### src/stm_pkg.sv
// Package for the 16-bit standard timer: register map, fields, modes
// Assumes a 32-bit AXI4-Lite register bus, one byte register per word
package stm_pkg;

  // ****************************************************************
  // Register byte addresses
  // ****************************************************************
  localparam logic [7:0] STM_ADDR_CTRL0 = 8'h00;
  localparam logic [7:0] STM_ADDR_CTRL1 = 8'h04;
  localparam logic [7:0] STM_ADDR_CNTL  = 8'h08;
  localparam logic [7:0] STM_ADDR_CNTH  = 8'h0C;
  localparam logic [7:0] STM_ADDR_CMPAL = 8'h10;
  localparam logic [7:0] STM_ADDR_CMPAH = 8'h14;
  localparam logic [7:0] STM_ADDR_CMPP  = 8'h18;
  localparam logic [7:0] STM_ADDR_FLAGS = 8'h1C;

  // ****************************************************************
  // Field positions and reset values
  // ****************************************************************
  localparam int STM_C0_PAUSE    = 7;
  localparam int STM_C0_CKSEL_LO = 4;
  localparam int STM_C0_ON       = 3;
  localparam int STM_C1_MODE_LO  = 6;
  localparam int STM_C1_OFN_LO   = 4;
  localparam int STM_C1_OC       = 3;
  localparam int STM_C1_INV      = 2;
  localparam int STM_C1_SWAP     = 1;
  localparam int STM_C1_CLRSEL   = 0;
  localparam logic [7:0] STM_C0_WMASK = 8'hF8;
  localparam logic [7:0] STM_RST_BYTE = 8'h00;
  localparam logic [15:0] STM_RST_WORD = 16'h0000;

  // ****************************************************************
  // Clock select codes and divider counts
  // ****************************************************************
  localparam logic [2:0] STM_CK_SYS4 = 3'h0;
  localparam logic [2:0] STM_CK_SYS  = 3'h1;
  localparam logic [2:0] STM_CK_H16  = 3'h2;
  localparam logic [2:0] STM_CK_H64  = 3'h3;
  localparam logic [2:0] STM_CK_TBC  = 3'h4;
  localparam logic [5:0] STM_DIV4_LAST  = 6'h03;
  localparam logic [5:0] STM_DIV16_LAST = 6'h0F;
  localparam logic [5:0] STM_DIV64_LAST = 6'h3F;

  // ****************************************************************
  // Modes and output functions
  // ****************************************************************
  localparam logic [1:0] STM_MODE_CMP = 2'h0;
  localparam logic [1:0] STM_MODE_PWM = 2'h2;
  localparam logic [1:0] STM_MODE_TC  = 2'h3;
  localparam logic [1:0] STM_OF_0 = 2'h0;
  localparam logic [1:0] STM_OF_1 = 2'h1;
  localparam logic [1:0] STM_OF_2 = 2'h2;
  localparam logic [1:0] STM_OF_3 = 2'h3;

  typedef enum logic [1:0] {
    STM_BUS_IDLE,
    STM_BUS_WRESP,
    STM_BUS_RRESP
  } stm_bus_state_t;

  typedef struct packed {
    logic       pause_control;
    logic [2:0] clock_select;
    logic       counter_on;
    logic [1:0] mode_field;
    logic [1:0] output_function;
    logic       output_control;
    logic       output_invert;
    logic       period_duty_swap;
    logic       clear_select;
  } stm_ctrl_t;

  typedef struct packed {
    logic        wr;
    logic [7:0]  addr;
    logic [7:0]  data;
  } stm_wreq_t;

endpackage

### src/stm_top.sv
// Standard 16-bit timer with AXI4-Lite registers and one output pin
// Assumes high and time-base clocks arrive as asynchronous tick levels
// Behaviour
// - 16-bit up counter advances on selected clock
// - P compares top byte, A all bits
// - On rising edge clears counter; no writes
// - Off stops counting and keeps value
// - Pause holds count, resume from held
// - Clock select picks one of five sources
// - Reserved clock codes stop the counter
// - Mode field selects three operating modes
// - Compare match A: none, low, high, toggle
// - PWM mode: inactive, active, PWM, single pulse
// - Requested level equal initial shows nothing
// - Turning on restores initial output level
// - Output control sets initial or active level
// - Invert bit inverts pin, not timer mode
// - Swap bit exchanges period and duty roles
// - Clear select: A match or P/overflow
// - Clear select ignored in PWM modes
// - Automatic clear raises timer interrupt request
// - Count read-only, compare A and P writable
// - Clear select high outside PWM raises only A flag
// - P period 65536 at zero, else 256n
//
// The register offsets and the AXI4-Lite register port are this design's own decisions.
`timescale 1ns/1ps
`default_nettype none
module stm_top (
  input  wire logic        aclk,
  input  wire logic        aresetn,
  input  wire logic [7:0]  s_axi_awaddr,
  input  wire logic        s_axi_awvalid,
  output logic             s_axi_awready,
  input  wire logic [31:0] s_axi_wdata,
  input  wire logic [3:0]  s_axi_wstrb,
  input  wire logic        s_axi_wvalid,
  output logic             s_axi_wready,
  output logic [1:0]       s_axi_bresp,
  output logic             s_axi_bvalid,
  input  wire logic        s_axi_bready,
  input  wire logic [7:0]  s_axi_araddr,
  input  wire logic        s_axi_arvalid,
  output logic             s_axi_arready,
  output logic [31:0]      s_axi_rdata,
  output logic [1:0]       s_axi_rresp,
  output logic             s_axi_rvalid,
  input  wire logic        s_axi_rready,
  input  wire logic        high_clock,
  input  wire logic        time_base_clock,
  output logic             alternate_output_pin,
  output logic             alternate_output_pin_oe,
  output logic             timer_irq,
  output logic             compare_a_flag,
  output logic             compare_p_flag
);

  stm_pkg::stm_ctrl_t      ctrl;
  stm_pkg::stm_bus_state_t bus_state;
  stm_pkg::stm_wreq_t      wreq;
  logic [15:0] count;
  logic [15:0] compare_a_value;
  logic [7:0]  compare_p_value;
  logic [7:0]  aw_addr;
  logic [7:0]  w_data;
  logic        aw_held;
  logic        w_held;
  logic        w_lane;
  logic        on_q;
  logic        on_rise;
  logic [1:0]  high_sync;
  logic [1:0]  tbc_sync;
  logic        high_prev;
  logic        tbc_prev;
  logic        high_tick;
  logic        tbc_tick;
  logic        tick;
  logic        match_a;
  logic        match_p;
  logic        overflow;
  logic        clear_now;
  logic        pwm_mode;
  logic [15:0] period_end;
  logic [15:0] duty_value;
  logic        wave_raw;
  logic        pulse_done;
  logic        cmp_level;
  logic        next_pin;
  logic [7:0]  flag_rd;
  logic [7:0]  rd_byte;

  // ****************************************************************
  // Input synchronisers and tick edges
  // ****************************************************************
  always_ff @(posedge aclk) begin
    if (!aresetn) begin
      high_sync <= 2'h0;
      tbc_sync  <= 2'h0;
      high_prev <= 1'b0;
      tbc_prev  <= 1'b0;
    end else begin
      high_sync <= {high_sync[0], high_clock};
      tbc_sync  <= {tbc_sync[0], time_base_clock};
      high_prev <= high_sync[1];
      tbc_prev  <= tbc_sync[1];
    end
  end

  assign high_tick = high_sync[1] && !high_prev;
  assign tbc_tick  = tbc_sync[1] && !tbc_prev;

  stm_clkgen u_clkgen (
    .aclk         (aclk),
    .aresetn      (aresetn),
    .clock_select (ctrl.clock_select),
    .high_tick    (high_tick),
    .tbc_tick     (tbc_tick),
    .tick         (tick)
  );

  // ****************************************************************
  // Register bus slave
  // ****************************************************************
  assign wreq.wr   = aw_held && w_held && (bus_state == stm_pkg::STM_BUS_IDLE);
  assign wreq.addr = aw_addr;
  assign wreq.data = w_data;

  always_ff @(posedge aclk) begin
    if (!aresetn) begin
      aw_held       <= 1'b0;
      w_held        <= 1'b0;
      aw_addr       <= 8'h00;
      w_data        <= 8'h00;
      w_lane        <= 1'b0;
      s_axi_awready <= 1'b0;
      s_axi_wready  <= 1'b0;
    end else begin
      s_axi_awready <= !aw_held && !s_axi_awready && s_axi_awvalid;
      s_axi_wready  <= !w_held && !s_axi_wready && s_axi_wvalid;
      if (s_axi_awvalid && s_axi_awready) begin
        aw_held <= 1'b1;
        aw_addr <= s_axi_awaddr;
      end else if (wreq.wr) begin
        aw_held <= 1'b0;
      end
      if (s_axi_wvalid && s_axi_wready) begin
        w_held <= 1'b1;
        w_data <= s_axi_wdata[7:0];
        w_lane <= s_axi_wstrb[0];
      end else if (wreq.wr) begin
        w_held <= 1'b0;
      end
    end
  end

  always_ff @(posedge aclk) begin
    if (!aresetn) begin
      bus_state     <= stm_pkg::STM_BUS_IDLE;
      s_axi_bvalid  <= 1'b0;
      s_axi_bresp   <= 2'h0;
      s_axi_arready <= 1'b0;
      s_axi_rvalid  <= 1'b0;
      s_axi_rresp   <= 2'h0;
      s_axi_rdata   <= 32'h00000000;
    end else begin
      s_axi_arready <= 1'b0;
      case (bus_state)
        stm_pkg::STM_BUS_IDLE: begin
          if (wreq.wr) begin
            s_axi_bvalid <= 1'b1;
            s_axi_bresp  <= (aw_addr > stm_pkg::STM_ADDR_FLAGS) ? 2'h2 : 2'h0;
            bus_state    <= stm_pkg::STM_BUS_WRESP;
          end else if (s_axi_arvalid) begin
            s_axi_arready <= 1'b1;
            s_axi_rvalid  <= 1'b1;
            s_axi_rdata   <= {24'h000000, rd_byte};
            s_axi_rresp   <= (s_axi_araddr > stm_pkg::STM_ADDR_FLAGS) ?
                             2'h2 : 2'h0;
            bus_state     <= stm_pkg::STM_BUS_RRESP;
          end
        end
        stm_pkg::STM_BUS_WRESP: begin
          if (s_axi_bready) begin
            s_axi_bvalid <= 1'b0;
            bus_state    <= stm_pkg::STM_BUS_IDLE;
          end
        end
        stm_pkg::STM_BUS_RRESP: begin
          if (s_axi_rready) begin
            s_axi_rvalid <= 1'b0;
            bus_state    <= stm_pkg::STM_BUS_IDLE;
          end
        end
        default: bus_state <= stm_pkg::STM_BUS_IDLE;
      endcase
    end
  end

  always_comb begin
    case (s_axi_araddr)
      stm_pkg::STM_ADDR_CTRL0: rd_byte = {ctrl.pause_control,
        ctrl.clock_select, ctrl.counter_on, 3'h0};
      stm_pkg::STM_ADDR_CTRL1: rd_byte = {ctrl.mode_field,
        ctrl.output_function, ctrl.output_control, ctrl.output_invert,
        ctrl.period_duty_swap, ctrl.clear_select};
      stm_pkg::STM_ADDR_CNTL:  rd_byte = count[7:0];
      stm_pkg::STM_ADDR_CNTH:  rd_byte = count[15:8];
      stm_pkg::STM_ADDR_CMPAL: rd_byte = compare_a_value[7:0];
      stm_pkg::STM_ADDR_CMPAH: rd_byte = compare_a_value[15:8];
      stm_pkg::STM_ADDR_CMPP:  rd_byte = compare_p_value;
      stm_pkg::STM_ADDR_FLAGS: rd_byte = flag_rd;
      default:                 rd_byte = 8'h00;
    endcase
  end

  assign flag_rd = {6'h00, compare_p_flag, compare_a_flag};

  // ****************************************************************
  // Writable registers
  // ****************************************************************
  always_ff @(posedge aclk) begin
    if (!aresetn) begin
      ctrl            <= '0;
      compare_a_value <= stm_pkg::STM_RST_WORD;
      compare_p_value <= stm_pkg::STM_RST_BYTE;
    end else if (wreq.wr && w_lane) begin
      case (wreq.addr)
        stm_pkg::STM_ADDR_CTRL0: begin
          ctrl.pause_control <= wreq.data[stm_pkg::STM_C0_PAUSE];
          ctrl.clock_select  <= wreq.data[stm_pkg::STM_C0_CKSEL_LO +: 3];
          ctrl.counter_on    <= wreq.data[stm_pkg::STM_C0_ON];
        end
        stm_pkg::STM_ADDR_CTRL1: begin
          ctrl.mode_field       <= wreq.data[stm_pkg::STM_C1_MODE_LO +: 2];
          ctrl.output_function  <= wreq.data[stm_pkg::STM_C1_OFN_LO +: 2];
          ctrl.output_control   <= wreq.data[stm_pkg::STM_C1_OC];
          ctrl.output_invert    <= wreq.data[stm_pkg::STM_C1_INV];
          ctrl.period_duty_swap <= wreq.data[stm_pkg::STM_C1_SWAP];
          ctrl.clear_select     <= wreq.data[stm_pkg::STM_C1_CLRSEL];
        end
        stm_pkg::STM_ADDR_CMPAL: compare_a_value[7:0]  <= wreq.data;
        stm_pkg::STM_ADDR_CMPAH: compare_a_value[15:8] <= wreq.data;
        stm_pkg::STM_ADDR_CMPP:  compare_p_value       <= wreq.data;
        default: ;
      endcase
    end
  end

  // ****************************************************************
  // Comparators and counter
  // ****************************************************************
  assign pwm_mode = (ctrl.mode_field == stm_pkg::STM_MODE_PWM);
  assign match_a  = tick && (count == compare_a_value - 16'h0001) &&
                    (compare_a_value != 16'h0000);
  // P match every 256n ticks; no P match when P is zero
  assign match_p  = tick && (count[7:0] == 8'hFF) &&
                    (count[15:8] == compare_p_value - 8'h01) &&
                    (compare_p_value != 8'h00);
  assign overflow = tick && (count == 16'hFFFF);
  // PWM period follows swap bit instead
  always_comb begin
    if (pwm_mode) begin
      clear_now = ctrl.period_duty_swap ? match_a : (match_p || overflow);
    end else if (ctrl.clear_select) begin
      clear_now = match_a;
    end else begin
      clear_now = match_p || (overflow && compare_p_value == 8'h00);
    end
  end

  always_ff @(posedge aclk) begin
    if (!aresetn) begin
      on_q <= 1'b0;
    end else begin
      on_q <= ctrl.counter_on;
    end
  end

  assign on_rise = ctrl.counter_on && !on_q;

  always_ff @(posedge aclk) begin
    if (!aresetn) begin
      count <= stm_pkg::STM_RST_WORD;
    end else if (on_rise) begin
      count <= 16'h0000;
    end else if (ctrl.counter_on && !ctrl.pause_control && tick) begin
      count <= clear_now ? 16'h0000 : count + 16'h0001;
    end
  end

  // ****************************************************************
  // Flags and interrupt request
  // ****************************************************************
  always_ff @(posedge aclk) begin
    if (!aresetn) begin
      compare_a_flag <= 1'b0;
      compare_p_flag <= 1'b0;
      timer_irq      <= 1'b0;
    end else begin
      if (ctrl.counter_on && !ctrl.pause_control && match_a) begin
        compare_a_flag <= 1'b1;
      end else if (wreq.wr && wreq.addr == stm_pkg::STM_ADDR_FLAGS &&
                   wreq.data[0]) begin
        compare_a_flag <= 1'b0;
      end
      // No P flag with clear select high outside PWM mode
      if (ctrl.counter_on && !ctrl.pause_control && match_p &&
          (pwm_mode || !ctrl.clear_select)) begin
        compare_p_flag <= 1'b1;
      end else if (wreq.wr && wreq.addr == stm_pkg::STM_ADDR_FLAGS &&
                   wreq.data[1]) begin
        compare_p_flag <= 1'b0;
      end
      timer_irq <= ctrl.counter_on && !ctrl.pause_control && clear_now;
    end
  end

  // ****************************************************************
  // Output waveform
  // ****************************************************************
  // Period and duty roles
  assign period_end = ctrl.period_duty_swap ? compare_a_value :
                      {compare_p_value, 8'h00};
  assign duty_value = ctrl.period_duty_swap ? {compare_p_value, 8'h00} :
                      compare_a_value;

  always_ff @(posedge aclk) begin
    if (!aresetn) begin
      cmp_level  <= 1'b0;
      pulse_done <= 1'b0;
    end else if (on_rise) begin
      cmp_level  <= ctrl.output_control;
      pulse_done <= 1'b0;
    end else if (ctrl.counter_on && !ctrl.pause_control && match_a) begin
      case (ctrl.output_function)
        stm_pkg::STM_OF_1: cmp_level <= 1'b0;
        stm_pkg::STM_OF_2: cmp_level <= 1'b1;
        stm_pkg::STM_OF_3: cmp_level <= !cmp_level;
        default:           cmp_level <= cmp_level;
      endcase
      if (ctrl.counter_on && clear_now) begin
        pulse_done <= 1'b1;
      end
    end else if (ctrl.counter_on && clear_now) begin
      pulse_done <= 1'b1;
    end
  end

  assign wave_raw = ctrl.counter_on && (count < duty_value) &&
                    (period_end != 16'h0000 || 1'b1);

  always_comb begin
    case (ctrl.mode_field)
      stm_pkg::STM_MODE_CMP: next_pin = cmp_level;
      stm_pkg::STM_MODE_PWM: begin
        case (ctrl.output_function)
          stm_pkg::STM_OF_0: next_pin = !ctrl.output_control;
          stm_pkg::STM_OF_1: next_pin = ctrl.output_control;
          stm_pkg::STM_OF_2:
            next_pin = wave_raw ? ctrl.output_control : !ctrl.output_control;
          default: next_pin = (wave_raw && !pulse_done) ?
                              ctrl.output_control : !ctrl.output_control;
        endcase
      end
      default: next_pin = 1'b0;
    endcase
  end

  always_ff @(posedge aclk) begin
    if (!aresetn) begin
      alternate_output_pin    <= 1'b0;
      alternate_output_pin_oe <= 1'b0;
    end else begin
      alternate_output_pin <= next_pin ^ (ctrl.output_invert &&
                              ctrl.mode_field != stm_pkg::STM_MODE_TC);
      // Pin driven only in output modes
      alternate_output_pin_oe <= (ctrl.mode_field == stm_pkg::STM_MODE_CMP) ||
                                 pwm_mode;
    end
  end

endmodule
`default_nettype wire

### src/stm_clkgen.sv
// Counter tick generator: turns the chosen clock source into a pulse
// Assumes time-base tick arrives synchronised to aclk
`timescale 1ns/1ps
`default_nettype none
module stm_clkgen (
  input  wire logic       aclk,
  input  wire logic       aresetn,
  input  wire logic [2:0] clock_select,
  input  wire logic       high_tick,
  input  wire logic       tbc_tick,
  output logic            tick
);

  logic [5:0] sys_div;
  logic [5:0] h_div;

  // ****************************************************************
  // Dividers
  // ****************************************************************
  always_ff @(posedge aclk) begin
    if (!aresetn) begin
      sys_div <= 6'h00;
    end else if (sys_div == stm_pkg::STM_DIV4_LAST) begin
      sys_div <= 6'h00;
    end else begin
      sys_div <= sys_div + 6'h01;
    end
  end

  always_ff @(posedge aclk) begin
    if (!aresetn) begin
      h_div <= 6'h00;
    end else if (high_tick) begin
      h_div <= h_div + 6'h01;
    end
  end

  // ****************************************************************
  // Source select
  // ****************************************************************
  always_ff @(posedge aclk) begin
    if (!aresetn) begin
      tick <= 1'b0;
    end else begin
      case (clock_select)
        stm_pkg::STM_CK_SYS4: tick <= (sys_div == stm_pkg::STM_DIV4_LAST);
        stm_pkg::STM_CK_SYS:  tick <= 1'b1;
        stm_pkg::STM_CK_H16:
          tick <= high_tick && (h_div[3:0] == stm_pkg::STM_DIV16_LAST[3:0]);
        stm_pkg::STM_CK_H64:
          tick <= high_tick && (h_div == stm_pkg::STM_DIV64_LAST);
        stm_pkg::STM_CK_TBC:  tick <= tbc_tick;
        default:              tick <= 1'b0;
      endcase
    end
  end

endmodule
`default_nettype wire

### config.mk
export PLATFORM = sky130hd
export DESIGN_NAME = stm_top
export DESIGN_NICKNAME = d
export VERILOG_FILES = /design/src/stm_pkg.sv /design/src/stm_top.sv /design/src/stm_clkgen.sv
export SDC_FILE = /design/constraint.sdc
export NUM_CORES = 1
export LEC_CHECK = 0
export BUFFER_PORTS_ARGS = -buffer_cell sky130_fd_sc_hd__buf_2
export CAP_MARGIN = 20
export CORE_MARGIN = 4
export CORE_UTILIZATION = 45
export CTS_CLUSTER_DIAMETER = 50
export DETAILED_ROUTE_END_ITERATION = 10
export HOLD_SLACK_MARGIN = 0.02
export PLACE_DENSITY = 0.72
export SYNTH_ARGS = -nofsm -noshare
export SYNTH_HDL_FRONTEND = slang
export SYNTH_SLANG_ARGS = --single-unit
### constraint.sdc
create_clock -name aclk -period 3.7 [get_ports aclk]
set_input_delay 0.74 -clock aclk [delete_from_list [all_inputs] [get_ports aclk]]
set_output_delay 0.74 -clock aclk [all_outputs]
set_load 0.01 [all_outputs]
# --- After elaboration in Yosys (flattened, before gate mapping) ---
# Index checks and enable logic that the tools add are counted.
word_totals:
  ff_bits: 118
  in_bits: 61
  out_inout_bits: 46
  elab_cells: 207
op_classes:
  n_addsub: 5
  n_lt_le_gt_ge: 3
  n_eq_ne: 36
  n_mux: 36
  bitwise: 4
  n_reduce_logical: 81
ops:
  columns: ["op", "n"]
  rows:
  - ["$eq 8x5->1 const B", 8]
  - ["$pmux 8 s8", 1]
  - ["$logic_and 1x1->1", 34]
  - ["$mux 16", 2]
  - ["$logic_not 8->1", 3]
  - ["$mux 1", 20]
  - ["$add 16x1->16 const B", 1]
  - ["$eq 16x16->1", 1]
  - ["$eq 16x16->1 const B", 1]
  - ["$eq 8x3->1 const B", 2]
  - ["$eq 8x4->1 const B", 2]
  - ["$gt 8x5->1 const B", 2]
  - ["$lt 16x16->1", 1]
  - ["$reduce_bool 16->1", 1]
  - ["$sub 16x1->16 const B", 1]
  - ["$reduce_and 2->1", 7]
  - ["$reduce_bool 2->1", 7]
  - ["$add 6x1->6 const B", 2]
  - ["$logic_not 1->1", 12]
  - ["$mux 2", 6]
  - ["$ne 2x2->1 const B", 6]
  - ["$reduce_and 3->1", 3]
  - ["$eq 2x2->1 const B", 4]
  - ["$eq 8x8->1", 1]
  - ["24 further kinds", 37]

# --- Logic depth before layout (Yosys ltp) ---
# Gate-level depths: netlist of run 1.
logic_depth:
  depth_word: 8
  ltp_mapped: 12
  ltp_nobuf: 10

# --- Modules after synthesis ---
# From an unflattened synthesis of run 1, not the netlist that was laid out.
hier_totals:
  hier_cells: 764
  area_unflattened_um2: 6675.2
by_module_without_submodules:
  columns: ["mod", "instances", "cells_per_inst", "area_each_um2", "seq_area_each_um2"]
  rows:
  - ["stm_top", 1, 708, 6147.1, 2062.0]
  - ["stm_clkgen", 1, 56, 528.0, 260.2]

# --- Least setup slack after synthesis of run 1 ---
# No wires, ideal clock.
synth_timing:
  path_kind: "register -> register"
  from: "reg ctrl[1] (netlist bit)"
  to: "reg alternate_output_pin"
  setup_ns: 0.125
  arrival_time_ns: 2.754
  required_time_ns: 3.575
  path_slack_ns: 0.822
  path_stages_with_launch: 13
  n_path_buf: 2
  synth_period_minus_slack_ns: 2.878
  cell_sequence: "dfxtp_1 -> clkbuf_8 -> clkbuf_1 -> mux2i_1 -> ha_1 -> a211oi_1 -> nor2_1 -> a2111oi_0 -> o211ai_1 -> o21ai_0 -> xnor2_1 -> mux2i_1 -> a21boi_0"
synth_via:
  elab_chain_len: 8
  word_cells_on_any_way: 9
  cone_classes: "order compare: 1; mux: 5; bitwise: 1; reduce/logical: 2"
synth_rtl:
  columns: ["item", "line", "rtl"]
  rows:
  - ["start: declaration", "stm_top.sv:58", "stm_pkg::stm_ctrl_t ctrl;"]
  - ["$mux 16 (*)", "stm_top.sv:324", "assign duty_value = ctrl.period_duty_swap ? {compare_p_value, 8'h00} :"]
  - ["$lt 16x16->1 (*)", "stm_top.sv:349", "assign wave_raw = ctrl.counter_on && (count < duty_value) &&"]
  - ["$logic_and 1x1->1 (*)", "stm_top.sv:349", null]
  - ["$logic_and 1x1->1", "stm_top.sv:361", "default: next_pin = (wave_raw && !pulse_done) ?"]
  - ["$mux 1", "stm_top.sv:361", null]
  - ["$pmux 1 s3 (*)", "stm_top.sv:356", "case (ctrl.output_function)"]
  - ["$pmux 1 s2 (*)", "stm_top.sv:353", "case (ctrl.mode_field)"]
  - ["$xor 1x1->1 (*)", "stm_top.sv:374", "alternate_output_pin <= next_pin ^ (ctrl.output_invert &&"]
  - ["end signal: assignment", "stm_top.sv:374", null]
  - ["end: declaration", "stm_top.sv:51", "output logic alternate_output_pin,"]
# Mark *: on every way between the ends. The rest lies on a longest branch, timed or not.
# A chain may end at the register's enable or synchronous reset.

# --- Worst setup path after layout of run 1 ---
layout_timing:
  from: "reg compare_p_value[0]"
  to: "reg count[3]"
layout_via:
  elab_chain_len: 8
  word_cells_on_any_way: 13
  cone_classes: "add/sub: 1; eq/ne: 1; mux: 4; reduce/logical: 7"
layout_rtl:
  columns: ["item", "line", "rtl"]
  rows:
  - ["start: declaration", "stm_top.sv:63", "logic [7:0] compare_p_value;"]
  - ["start signal: assignment", "stm_top.sv:225", "compare_p_value <= stm_pkg::STM_RST_BYTE;"]
  - ["start signal: assignment", "stm_top.sv:243", "stm_pkg::STM_ADDR_CMPP: compare_p_value <= wreq.data;"]
  - ["$sub 8x1->8", "stm_top.sv:257", "(count[15:8] == compare_p_value - 8'h01) &&"]
  - ["$eq 8x8->1", "stm_top.sv:257", null]
  - ["$logic_and 1x1->1", "stm_top.sv:256", "assign match_p = tick && (count[7:0] == 8'hFF) &&"]
  - ["$logic_and 1x1->1", "stm_top.sv:257", null]
  - ["$logic_or 1x1->1 (on tied branches)", "stm_top.sv:267, stm_top.sv:263", null]
  - ["$mux 1 (on tied branches)", "stm_top.sv:264, stm_top.sv:263", null]
  - ["$mux 1 (*)", "stm_top.sv:262", "if (pwm_mode) begin"]
  - ["$mux 16 (*)", "stm_top.sv:287", "count <= clear_now ? 16'h0000 : count + 16'h0001;"]
  - ["end signal: assignment", "stm_top.sv:283", "count <= stm_pkg::STM_RST_WORD;"]
  - ["end signal: assignment", "stm_top.sv:287", null]
  - ["end: declaration", "stm_top.sv:61", "logic [15:0] count;"]
# Marks and branches as above.

==> results of run 1 <==
-- synth_stat cells, types with 23 or more instances --
cell type  number
nor2_1         34
nand3_1        29
xor2_1         23
nor2b_1        47
clkbuf_1       27
xnor2_1        28
mux2i_1        51
a21boi_0       23
nand2_1        62
dfxtp_1       116
buf_4          29
nor3_1         27
-- worst reg2reg max path, stage by stage, from the launching register on --
cell and delay, ps:
dfxtp_1 550, inv_1 90, ha_1 240, nor3b_1 200, and3b_1 240, o32ai_1 70, a21o_1 180, a2111oi_2 470
o21ai_1 260, a21oi_4 540, nor3_1 100
-- path summary, 6_finish.rpt --
kind | start | endpoint | depth (start not counted)
setup / recovery | compare_p_value[0] | count[3] | 10
setup reg to reg | compare_p_value[0] | count[3] | 10
hold / removal | tbc_sync[0] | tbc_sync[1] | 1
hold reg to reg | tbc_sync[0] | tbc_sync[1] | 1
-- metrics by stage --
| step | setup slack [ps] | std cells | cell area (um2) | power, mW |
|---|---|---|---|---|
| after global placement | 681 | 953 | 6950 | 1.45 |
| after detailed placement | 650 | 953 | 6950 | 1.46 |
| after floorplan | 822 | 779 | 6910 | 1.42 |
| after global routing | 423 | 983 | 7560 | 3.23 |
| after CTS | 657 | 983 | 7560 | 3.15 |
| final | 628 | 983 | 7560 | 3.13 |
-- per-layer routing --
metal	GRT usage (%)	up-vias	part of all wire, %
li1	-	2697	-
met1	28.3	2608	46
met2	29.6	199	44
met3	3.90	33	7.1
met4	8.35	0	2.9
met5	0	-	0
-- layout make-up --
class / count / area, um2
Multi-Input combinational cell: 580 / 4020
Clock inverter: 10 / 156
Tap cell: 184 / 230
Fill cell: 1373 / 7140
Clock buffer: 20 / 457
Timing Repair Buffer: 62 / 333
Inverter: 11 / 41.3
Sequential cell: 116 / 2320
-- flip-flops by register name, indices dropped and copies added (netlist names), 2 cells and up --
name,count
u_clkgen.h_div,6
ctrl,13
compare_p_value,8
count,16
bus_state,2
u_clkgen.sys_div,6
w_data,8
aw_addr,8
s_axi_rdata,8
compare_a_value,16
tbc_sync,2
high_sync,2
-- logic make-up after synthesis --
| logic type | count (synthesis) | synth area share, % |
|---|---|---|
| buffers and inverters | 83 | 8.30 |
| and+or+nand+nor | 301 | 25.9 |
| DFF | 116 | 34.1 |
| xor gates and xnor gates | 51 | 6.56 |
| muxes | 54 | 8.03 |
| adders and majority gates | 20 | 3.67 |
| other | 1 | 0.0550 |
| AOI/OAI and AO/OA | 128 | 13.4 |
-- power groups by stage --
stage	registers, mW	clock network, mW	logic (mW)
after CTS	1.30	1.72	0.133
after detailed placement	1.32	0	0.131
after floorplan	1.32	0	0.103
after global placement	1.32	0	0.129
final	1.30	1.70	0.133
after global routing	1.30	1.78	0.149
==> reports/results.ini, run 1 <==
[drt]
drc = 0
vias_per_cell = 5.63
first_pass_iters = 5
ant_nets = 0
drt_iter0_drc = 486
avgRoutedWirePerCell_um = 17.0
wirelength_mm = 16.7
num_vias = 5537

[clocking]
path_clk_slew_ps = 50
clk_latency_ps = 410
htreeDepth = 4
cts-buffers-inserted = 17
cts_setup_buffers = 0
cts_buffer_depth = 2
cts.repair.resized = 0
hold_buffers = 0
cts_sinks = 116
cts_tree = done
cts-root-buf = clkbuf_16

[cells_and_area]
area_growth_pct = 10.9
antenna_cells = 0
layout_common_cells = dfxtp_1 (116), nand2_1 (62), buf_2 (53)
final_common_cell = dfxtp_1
final_core_util_pct = 51.4
drive_gt1_share_pct = 16.1
final_nets = 869

[synthesis]
synth_flop_cell = dfxtp_1
synth-seq-cells = 116
yosysTopAreaCellShare_pct = 34.1
synth.avg_cell_area_um2 = 9.04
yosys.cell_types.count = 82
ys_seq_area_share_pct = 34.1
synth.area.top_cells = dfxtp_1 (34%), mux2i_1 (7.5%), nor2b_1 (4.3%)
syn_area_um2 = 6810
yosysTopAreaCell = dfxtp_1
synth_warnings = 0
syn_inst = 754
synth-edff-count = 0
synthArstFlopShare_pct = 0

[global_route]
grt_pass1_wl_mm = 26.7
first_global_vias = 5026
antenna_found_initial = 0
overflow = 0
grt_max_degree = 52
track_usage_pct = 20.0

[placed_design]
dp_hpwl_mm = 12.2
gp_congestion = 0.971
portBuffers = 53

[power]
seqPwrFrac_pct = 41.5
power_density_nw_per_um2 = 414
p_clk_share_pct = 54.2
switching_share_pct = 20.8
p_int_mw = 2.48
vdd_drop_max_mv = 0.330
p_leak_nw = 2.86
combPwrFrac_pct = 4.3
switchingPower_uw = 650

[critical_path]
critPathBufInv = 1
required_ps = 3970
worstPathCellList = inv_1 -> ha_1 -> nor3b_1 -> and3b_1 -> o32ai_1 -> a21o_1 -> a2111oi_2 -> o21ai_1 -> a21oi_4 -> nor3_1
crit_family = compound AO/OA/AOI/OAI gates
r2r_slack_ps = 630
worstSetupPathType = flip-flop to flip-flop
crit_path_end_kind = flip-flop
crit_slowest_cell = dfxtp_1
crit_fanout = 15
start_kind = flip-flop
cpPeakStageDelay_ps = 550
worstPathArrival_ps = 3350

[sta]
finalHoldViolations = 0
relSlewSlack_pct = 36.9
fin_setup_tns_ps = 0
max_clock_freq_mhz = 326
fin_crit_ps = 3070
setup_violations = 0
skew_ps = 8.54
rsz0062_at_grt = false
fin_crit_sh_pct = 83.0
finalMaxSlewViolations = 0
hold_slack_ps = 429
tightest_slew_ps = 942

[flow_run]
drv_cap = 0

[die]
die_height_um = 131
start_util_pct = 46.3
core_um2 = 14700
pin_count = 107
fp.dieW_um = 131
placementRows = 44
die-area_um2 = 17200

[hold_path]
hp-class = flip-flop to flip-flop

[status]
status = finished clean

Note: power is estimated with default switching activity, not from simulation.
==> run 2, diff against run 1 <==
PLACE_DENSITY = 0.74   (was 0.72)
clock period = 2.8 ns   (was 3.7 ns; I/O delays follow)
==> run 2 against run 1 <==
Total power rose by 28%. Combinational power rose by 34%. Global-route usage rose by 1.2 points. Sequential cell count did not move. Fmax rose by 12%. Clock skew barely moved. Critical endpoint is now cmp_level. Largest power group unchanged.
==> reports/results.ini, run 2 (same netlist as run 1, synthesis figures left out) <==
[cells_and_area]
final_nets = 911
largest_registers = compare_a_value x16, count x16, ctrl x13
area_growth_pct = 15.9
fill_cells = 1317
layout_common_cells = dfxtp_1 (115), nand2_1 (62), buf_2 (53)
final_core_util_pct = 53.7
antenna_cells = 0
drive_gt1_share_pct = 20.9
final_common_cell = dfxtp_1

[critical_path]
crit_path_end_kind = flip-flop
start_kind = flip-flop
worstSetupPathType = flip-flop to flip-flop
worstPathArrival_ps = 3080
required_ps = 3140
crit_fanout = 4
r2r_slack_ps = 60

[global_route]
first_global_vias = 5426
track_usage_pct = 21.2
grt_max_degree = 55
grt_pass1_wl_mm = 28.1
antenna_found_initial = 0
overflow = 0

[drt]
drc = 0
first_pass_iters = 7
ant_nets = 0
num_vias = 5876
vias_per_cell = 5.72
drt_iter0_drc = 583
wirelength_mm = 17.9
avgRoutedWirePerCell_um = 17.4

[placed_design]
place_ws_ps = 66.4
gp_congestion = 1.01
portBuffers = 53
dp_hpwl_mm = 13.0

[sta]
relSlewSlack_pct = 51.9
tightest_slew_ps = 716
max_clock_freq_mhz = 365
setup_violations = 0
worst_slack_ps = 58.8
fin_crit_ps = 2740
finalHoldViolations = 0
fin_crit_sh_pct = 97.9
skew_ps = 8.52
fin_setup_tns_ps = 0
finalMaxSlewViolations = 0
rsz0062_at_grt = false

[die]
core_um2 = 14700
die-area_um2 = 17200
die_height_um = 131
fp.dieW_um = 131
start_util_pct = 46.3
pin_count = 107
placementRows = 44

[clocking]
hold_buffers = 0
cts-buffers-inserted = 17
cts_tree = done
cts_buffer_depth = 2
cts-root-buf = clkbuf_16
clk_latency_ps = 420
path_clk_slew_ps = 60
htreeDepth = 4
cts_sinks = 116

[power]
p_leak_nw = 3.06
power_density_nw_per_um2 = 507
vdd_drop_max_mv = 0.391

[status]
status = finished clean

[hold_path]
hp-class = primary input to flip-flop

[flow_run]
drv_cap = 0

## run 2: cell type report
type	count	area [um2]	area share, %
multi-input cells	580	4040	51.2
flip-flops and latches	116	2320	29.4
repair buffers	104	686	8.69
clock buffers	18	429	5.44
well taps	184	230	2.92
clock inverters	14	143	1.81
inverters	11	41.3	0.523
## run 2: metal layers
layer | wire length [um] | track usage [%] | vias up
met5 | 0 | 0 | -
met1 | 7760 | 29.2 | 2743
met4 | 690 | 9.62 | 0
met2 | 7700 | 31.4 | 293
met3 | 1710 | 4.96 | 58
li1 | - | - | 2782
## run 2: where the power goes
part / total [mW] / internal [mW] / switching, mW
clock: 2.11 / 1.24 / 0.861
combinational: 0.178 / 0.0737 / 0.105
sequential: 1.72 / 1.69 / 0.0310
total: 4.00 / 3.00 / 0.997
## run 2: worst paths after layout
check / from / to / cells after the start
setup reg to reg: compare_a_value[0] / cmp_level / 9
setup / recovery: compare_a_value[0] / cmp_level / 9
hold reg to reg: tbc_sync[0] / tbc_sync[1] / 1
hold / removal: time_base_clock / tbc_sync[0] / 2
## run 2: worst max-delay path, stage by stage, from the launching register on
cell,delay (ps)
dfxtp_1,310
inv_1,50
ha_1,150
or4b_4,530
nor4_2,350
nand4b_1,130
and3b_2,240
nor4_1,390
nand3_1,290
o211ai_1,230
## run 2: timing repair
| item | 4_1_cts | 5_1_grt |
|---|---|---|
| buffers inserted | 0 | 2 |
| gates resized for setup | 0 | 6 |
| setup endpoints to repair | 0 | 18 |
## run 2: through the flow
stage                     total power [mW]  instance area (um2)  hold slack (ps)  cells
after CTS                             4.02                 7860              338   1025
after floorplan                       1.88                 6910              412    779
after global placement                1.92                 7280              415    993
after global routing                  4.12                 7890              341   1027
final                                 4.00                 7890              347   1027
after detailed placement              1.93                 7280              423    993
==> run 3, diff against run 2 <==
PLACE_DENSITY = 0.68   (was 0.74)
==> run 3 against run 2 <==
Critical path depth rose by 1. Die area unchanged. Critical endpoint is now pulse_done. Combinational power hardly changed. Non-clock buffer count is 3 higher. Via count shrank 3.1%. Fmax increased by 2.5%. Count of clock-buffer cells in the layout up 1. Clock skew shrank 0.84 ps. Wire length increased by 1.1%. Core utilization rose by 0.22 points. Sequential power about the same. Worst setup slack improved by 68 ps.
==> reports/results.ini, run 3 (same netlist as run 1, synthesis figures left out) <==
[power]
switchingPower_uw = 945
power_density_nw_per_um2 = 513
power_mw = 4.07
combPwrFrac_pct = 4.3
p_int_mw = 3.12
p_leak_nw = 3.08
switching_share_pct = 23.2
seqPwrFrac_pct = 42.2
p_clk_share_pct = 53.5
vdd_drop_max_mv = 0.415

[critical_path]
required_ps = 3160
r2r-end = pulse_done
crit_path_end_kind = flip-flop
crit_fanout = 6
start_kind = flip-flop
crit_slowest_cell = a2111oi_2
r2r_slack_ps = 130
cpPeakStageDelay_ps = 440
crit_top_cell = buf_4
regToRegStartpoint = compare_p_value[0]
worstPathArrival_ps = 3040
reg2reg_depth = 10
worstPathCellList = buf_4 -> nor4_4 -> nor3b_1 -> o32ai_1 -> a21o_1 -> a2111oi_2 -> o21ai_1 -> buf_4 -> a21oi_1 -> o21a_1
worstSetupPathType = flip-flop to flip-flop
critPathBufInv = 2
crit_family = compound AO/OA/AOI/OAI gates

[clocking]
cts.repair.resized = 0
cts_buffer_depth = 2
clk_latency_ps = 420
htreeDepth = 4
cts_sinks = 116
cts-root-buf = clkbuf_16
path_clk_slew_ps = 60
cts_tree = done
cts-buffers-inserted = 17
cts_setup_buffers = 0
hold_buffers = 0

[sta]
fin_crit_sh_pct = 95.5
fin_setup_tns_ps = 0
worst_slack_ps = 126
finalHoldViolations = 0
setup_violations = 0
skew_ps = 7.68
hold_slack_ps = 344
relSlewSlack_pct = 58.2
max_clock_freq_mhz = 374
fin_crit_ps = 2670
tightest_slew_ps = 627
finalMaxSlewViolations = 0

[die]
start_util_pct = 46.3
pin_count = 107
die_height_um = 131
placementRows = 44
core_um2 = 14700
die-area_um2 = 17200
fp.dieW_um = 131

[drt]
first_pass_iters = 5
num_vias = 5693
drt_iter0_drc = 496
wirelength_mm = 18.1
avgRoutedWirePerCell_um = 17.5
drc = 0
ant_nets = 0
vias_per_cell = 5.53

[cells_and_area]
drive_gt1_share_pct = 21.3
largest_registers = compare_a_value x16, count x16, ctrl x13
antenna_cells = 0
design_area_um2 = 7930
final_common_cell = dfxtp_1
area_growth_pct = 16.3
layout_common_cells = dfxtp_1 (115), nand2_1 (62), buf_2 (53)
final_nets = 914

[flow_run]
drv_cap = 0

[placed_design]
portBuffers = 53
gp_congestion = 0.993
place_ws_ps = 84.8
placed_area_um2 = 7310
dp_hpwl_mm = 13.3

[global_route]
track_usage_pct = 21.8
grt_max_degree = 52
first_global_vias = 5323
antenna_found_initial = 0
overflow = 0
grt_pass1_wl_mm = 28.5

[hold_path]
hp-class = primary input to flip-flop
min_path_cells = 2
hp-start = time_base_clock
holdPathEnd = tbc_sync[0]

[status]
status = finished clean

==> run 3: cell types whose count changed in the layout (fill, tap and decap cells not counted), moves of 2 or more <==
cell and change:
a2111oi_2 +2, buf_4 +4, clkbuf_8 +2, clkinvlp_4 +3, inv_6 -5
==> run 3: worst register-to-register path, cell delays in order (launching register included) <==
cell,delay [ps]
dfxtp_2,360
buf_4,150
nor4_4,410
nor3b_1,240
o32ai_1,100
a21o_1,180
a2111oi_2,440
o21ai_1,190
buf_4,200
a21oi_1,230
o21a_1,130
==> run 3: worst max path at each step <==
| stage | end | depth (start not counted) | slack, ps | from |
|---|---|---|---|---|
| after global placement | alternate_output_pin | 11 | 120 | ctrl[1] |
| final | pulse_done | 10 | 130 | compare_p_value[0] |
| after floorplan | alternate_output_pin | 12 | 100 | ctrl[1] |
| after global routing | alternate_output_pin | 11 | -30 | ctrl[1] |
| after CTS | alternate_output_pin | 11 | 80 | ctrl[1] |
| after detailed placement | alternate_output_pin | 11 | 80 | ctrl[1] |
==> run 3: layer usage <==
metal	wire (um)	track usage (%)
met3	1410	6.54
met1	8190	29.9
met2	7810	31.4
met5	0	0
met4	655	9.74
==> run 3: metrics by stage <==
| stage | std cells | utilization [%] |
|---|---|---|
| final | 1030 | 53.9 |
| after global routing | 1030 | 53.9 |
| after CTS | 1030 | 53.8 |
| after detailed placement | 998 | 49.7 |
| after global placement | 998 | 49.7 |
| after floorplan | 779 | - |
==> run 3: cell type report <==
class / instances / area [um2]
repair buffers: 107 / 696
multi-input cells: 580 / 4030
inverters: 11 / 41.3
clock buffers: 19 / 453
fillers: 1368 / 6770
well taps: 184 / 230
clock inverters: 13 / 151
flip-flops and latches: 116 / 2320
==> run 3: power by group through the flow <==
stage          Sequential [mW]  Combinational, mW  Clock (mW)
2_1_floorplan             1.75              0.136           0
3_3_place_gp              1.75              0.174           0
3_5_place_dp              1.75              0.175           0
4_1_cts                   1.72              0.176        2.22
5_1_grt                   1.72              0.199        2.29
6_report                  1.72              0.176        2.18
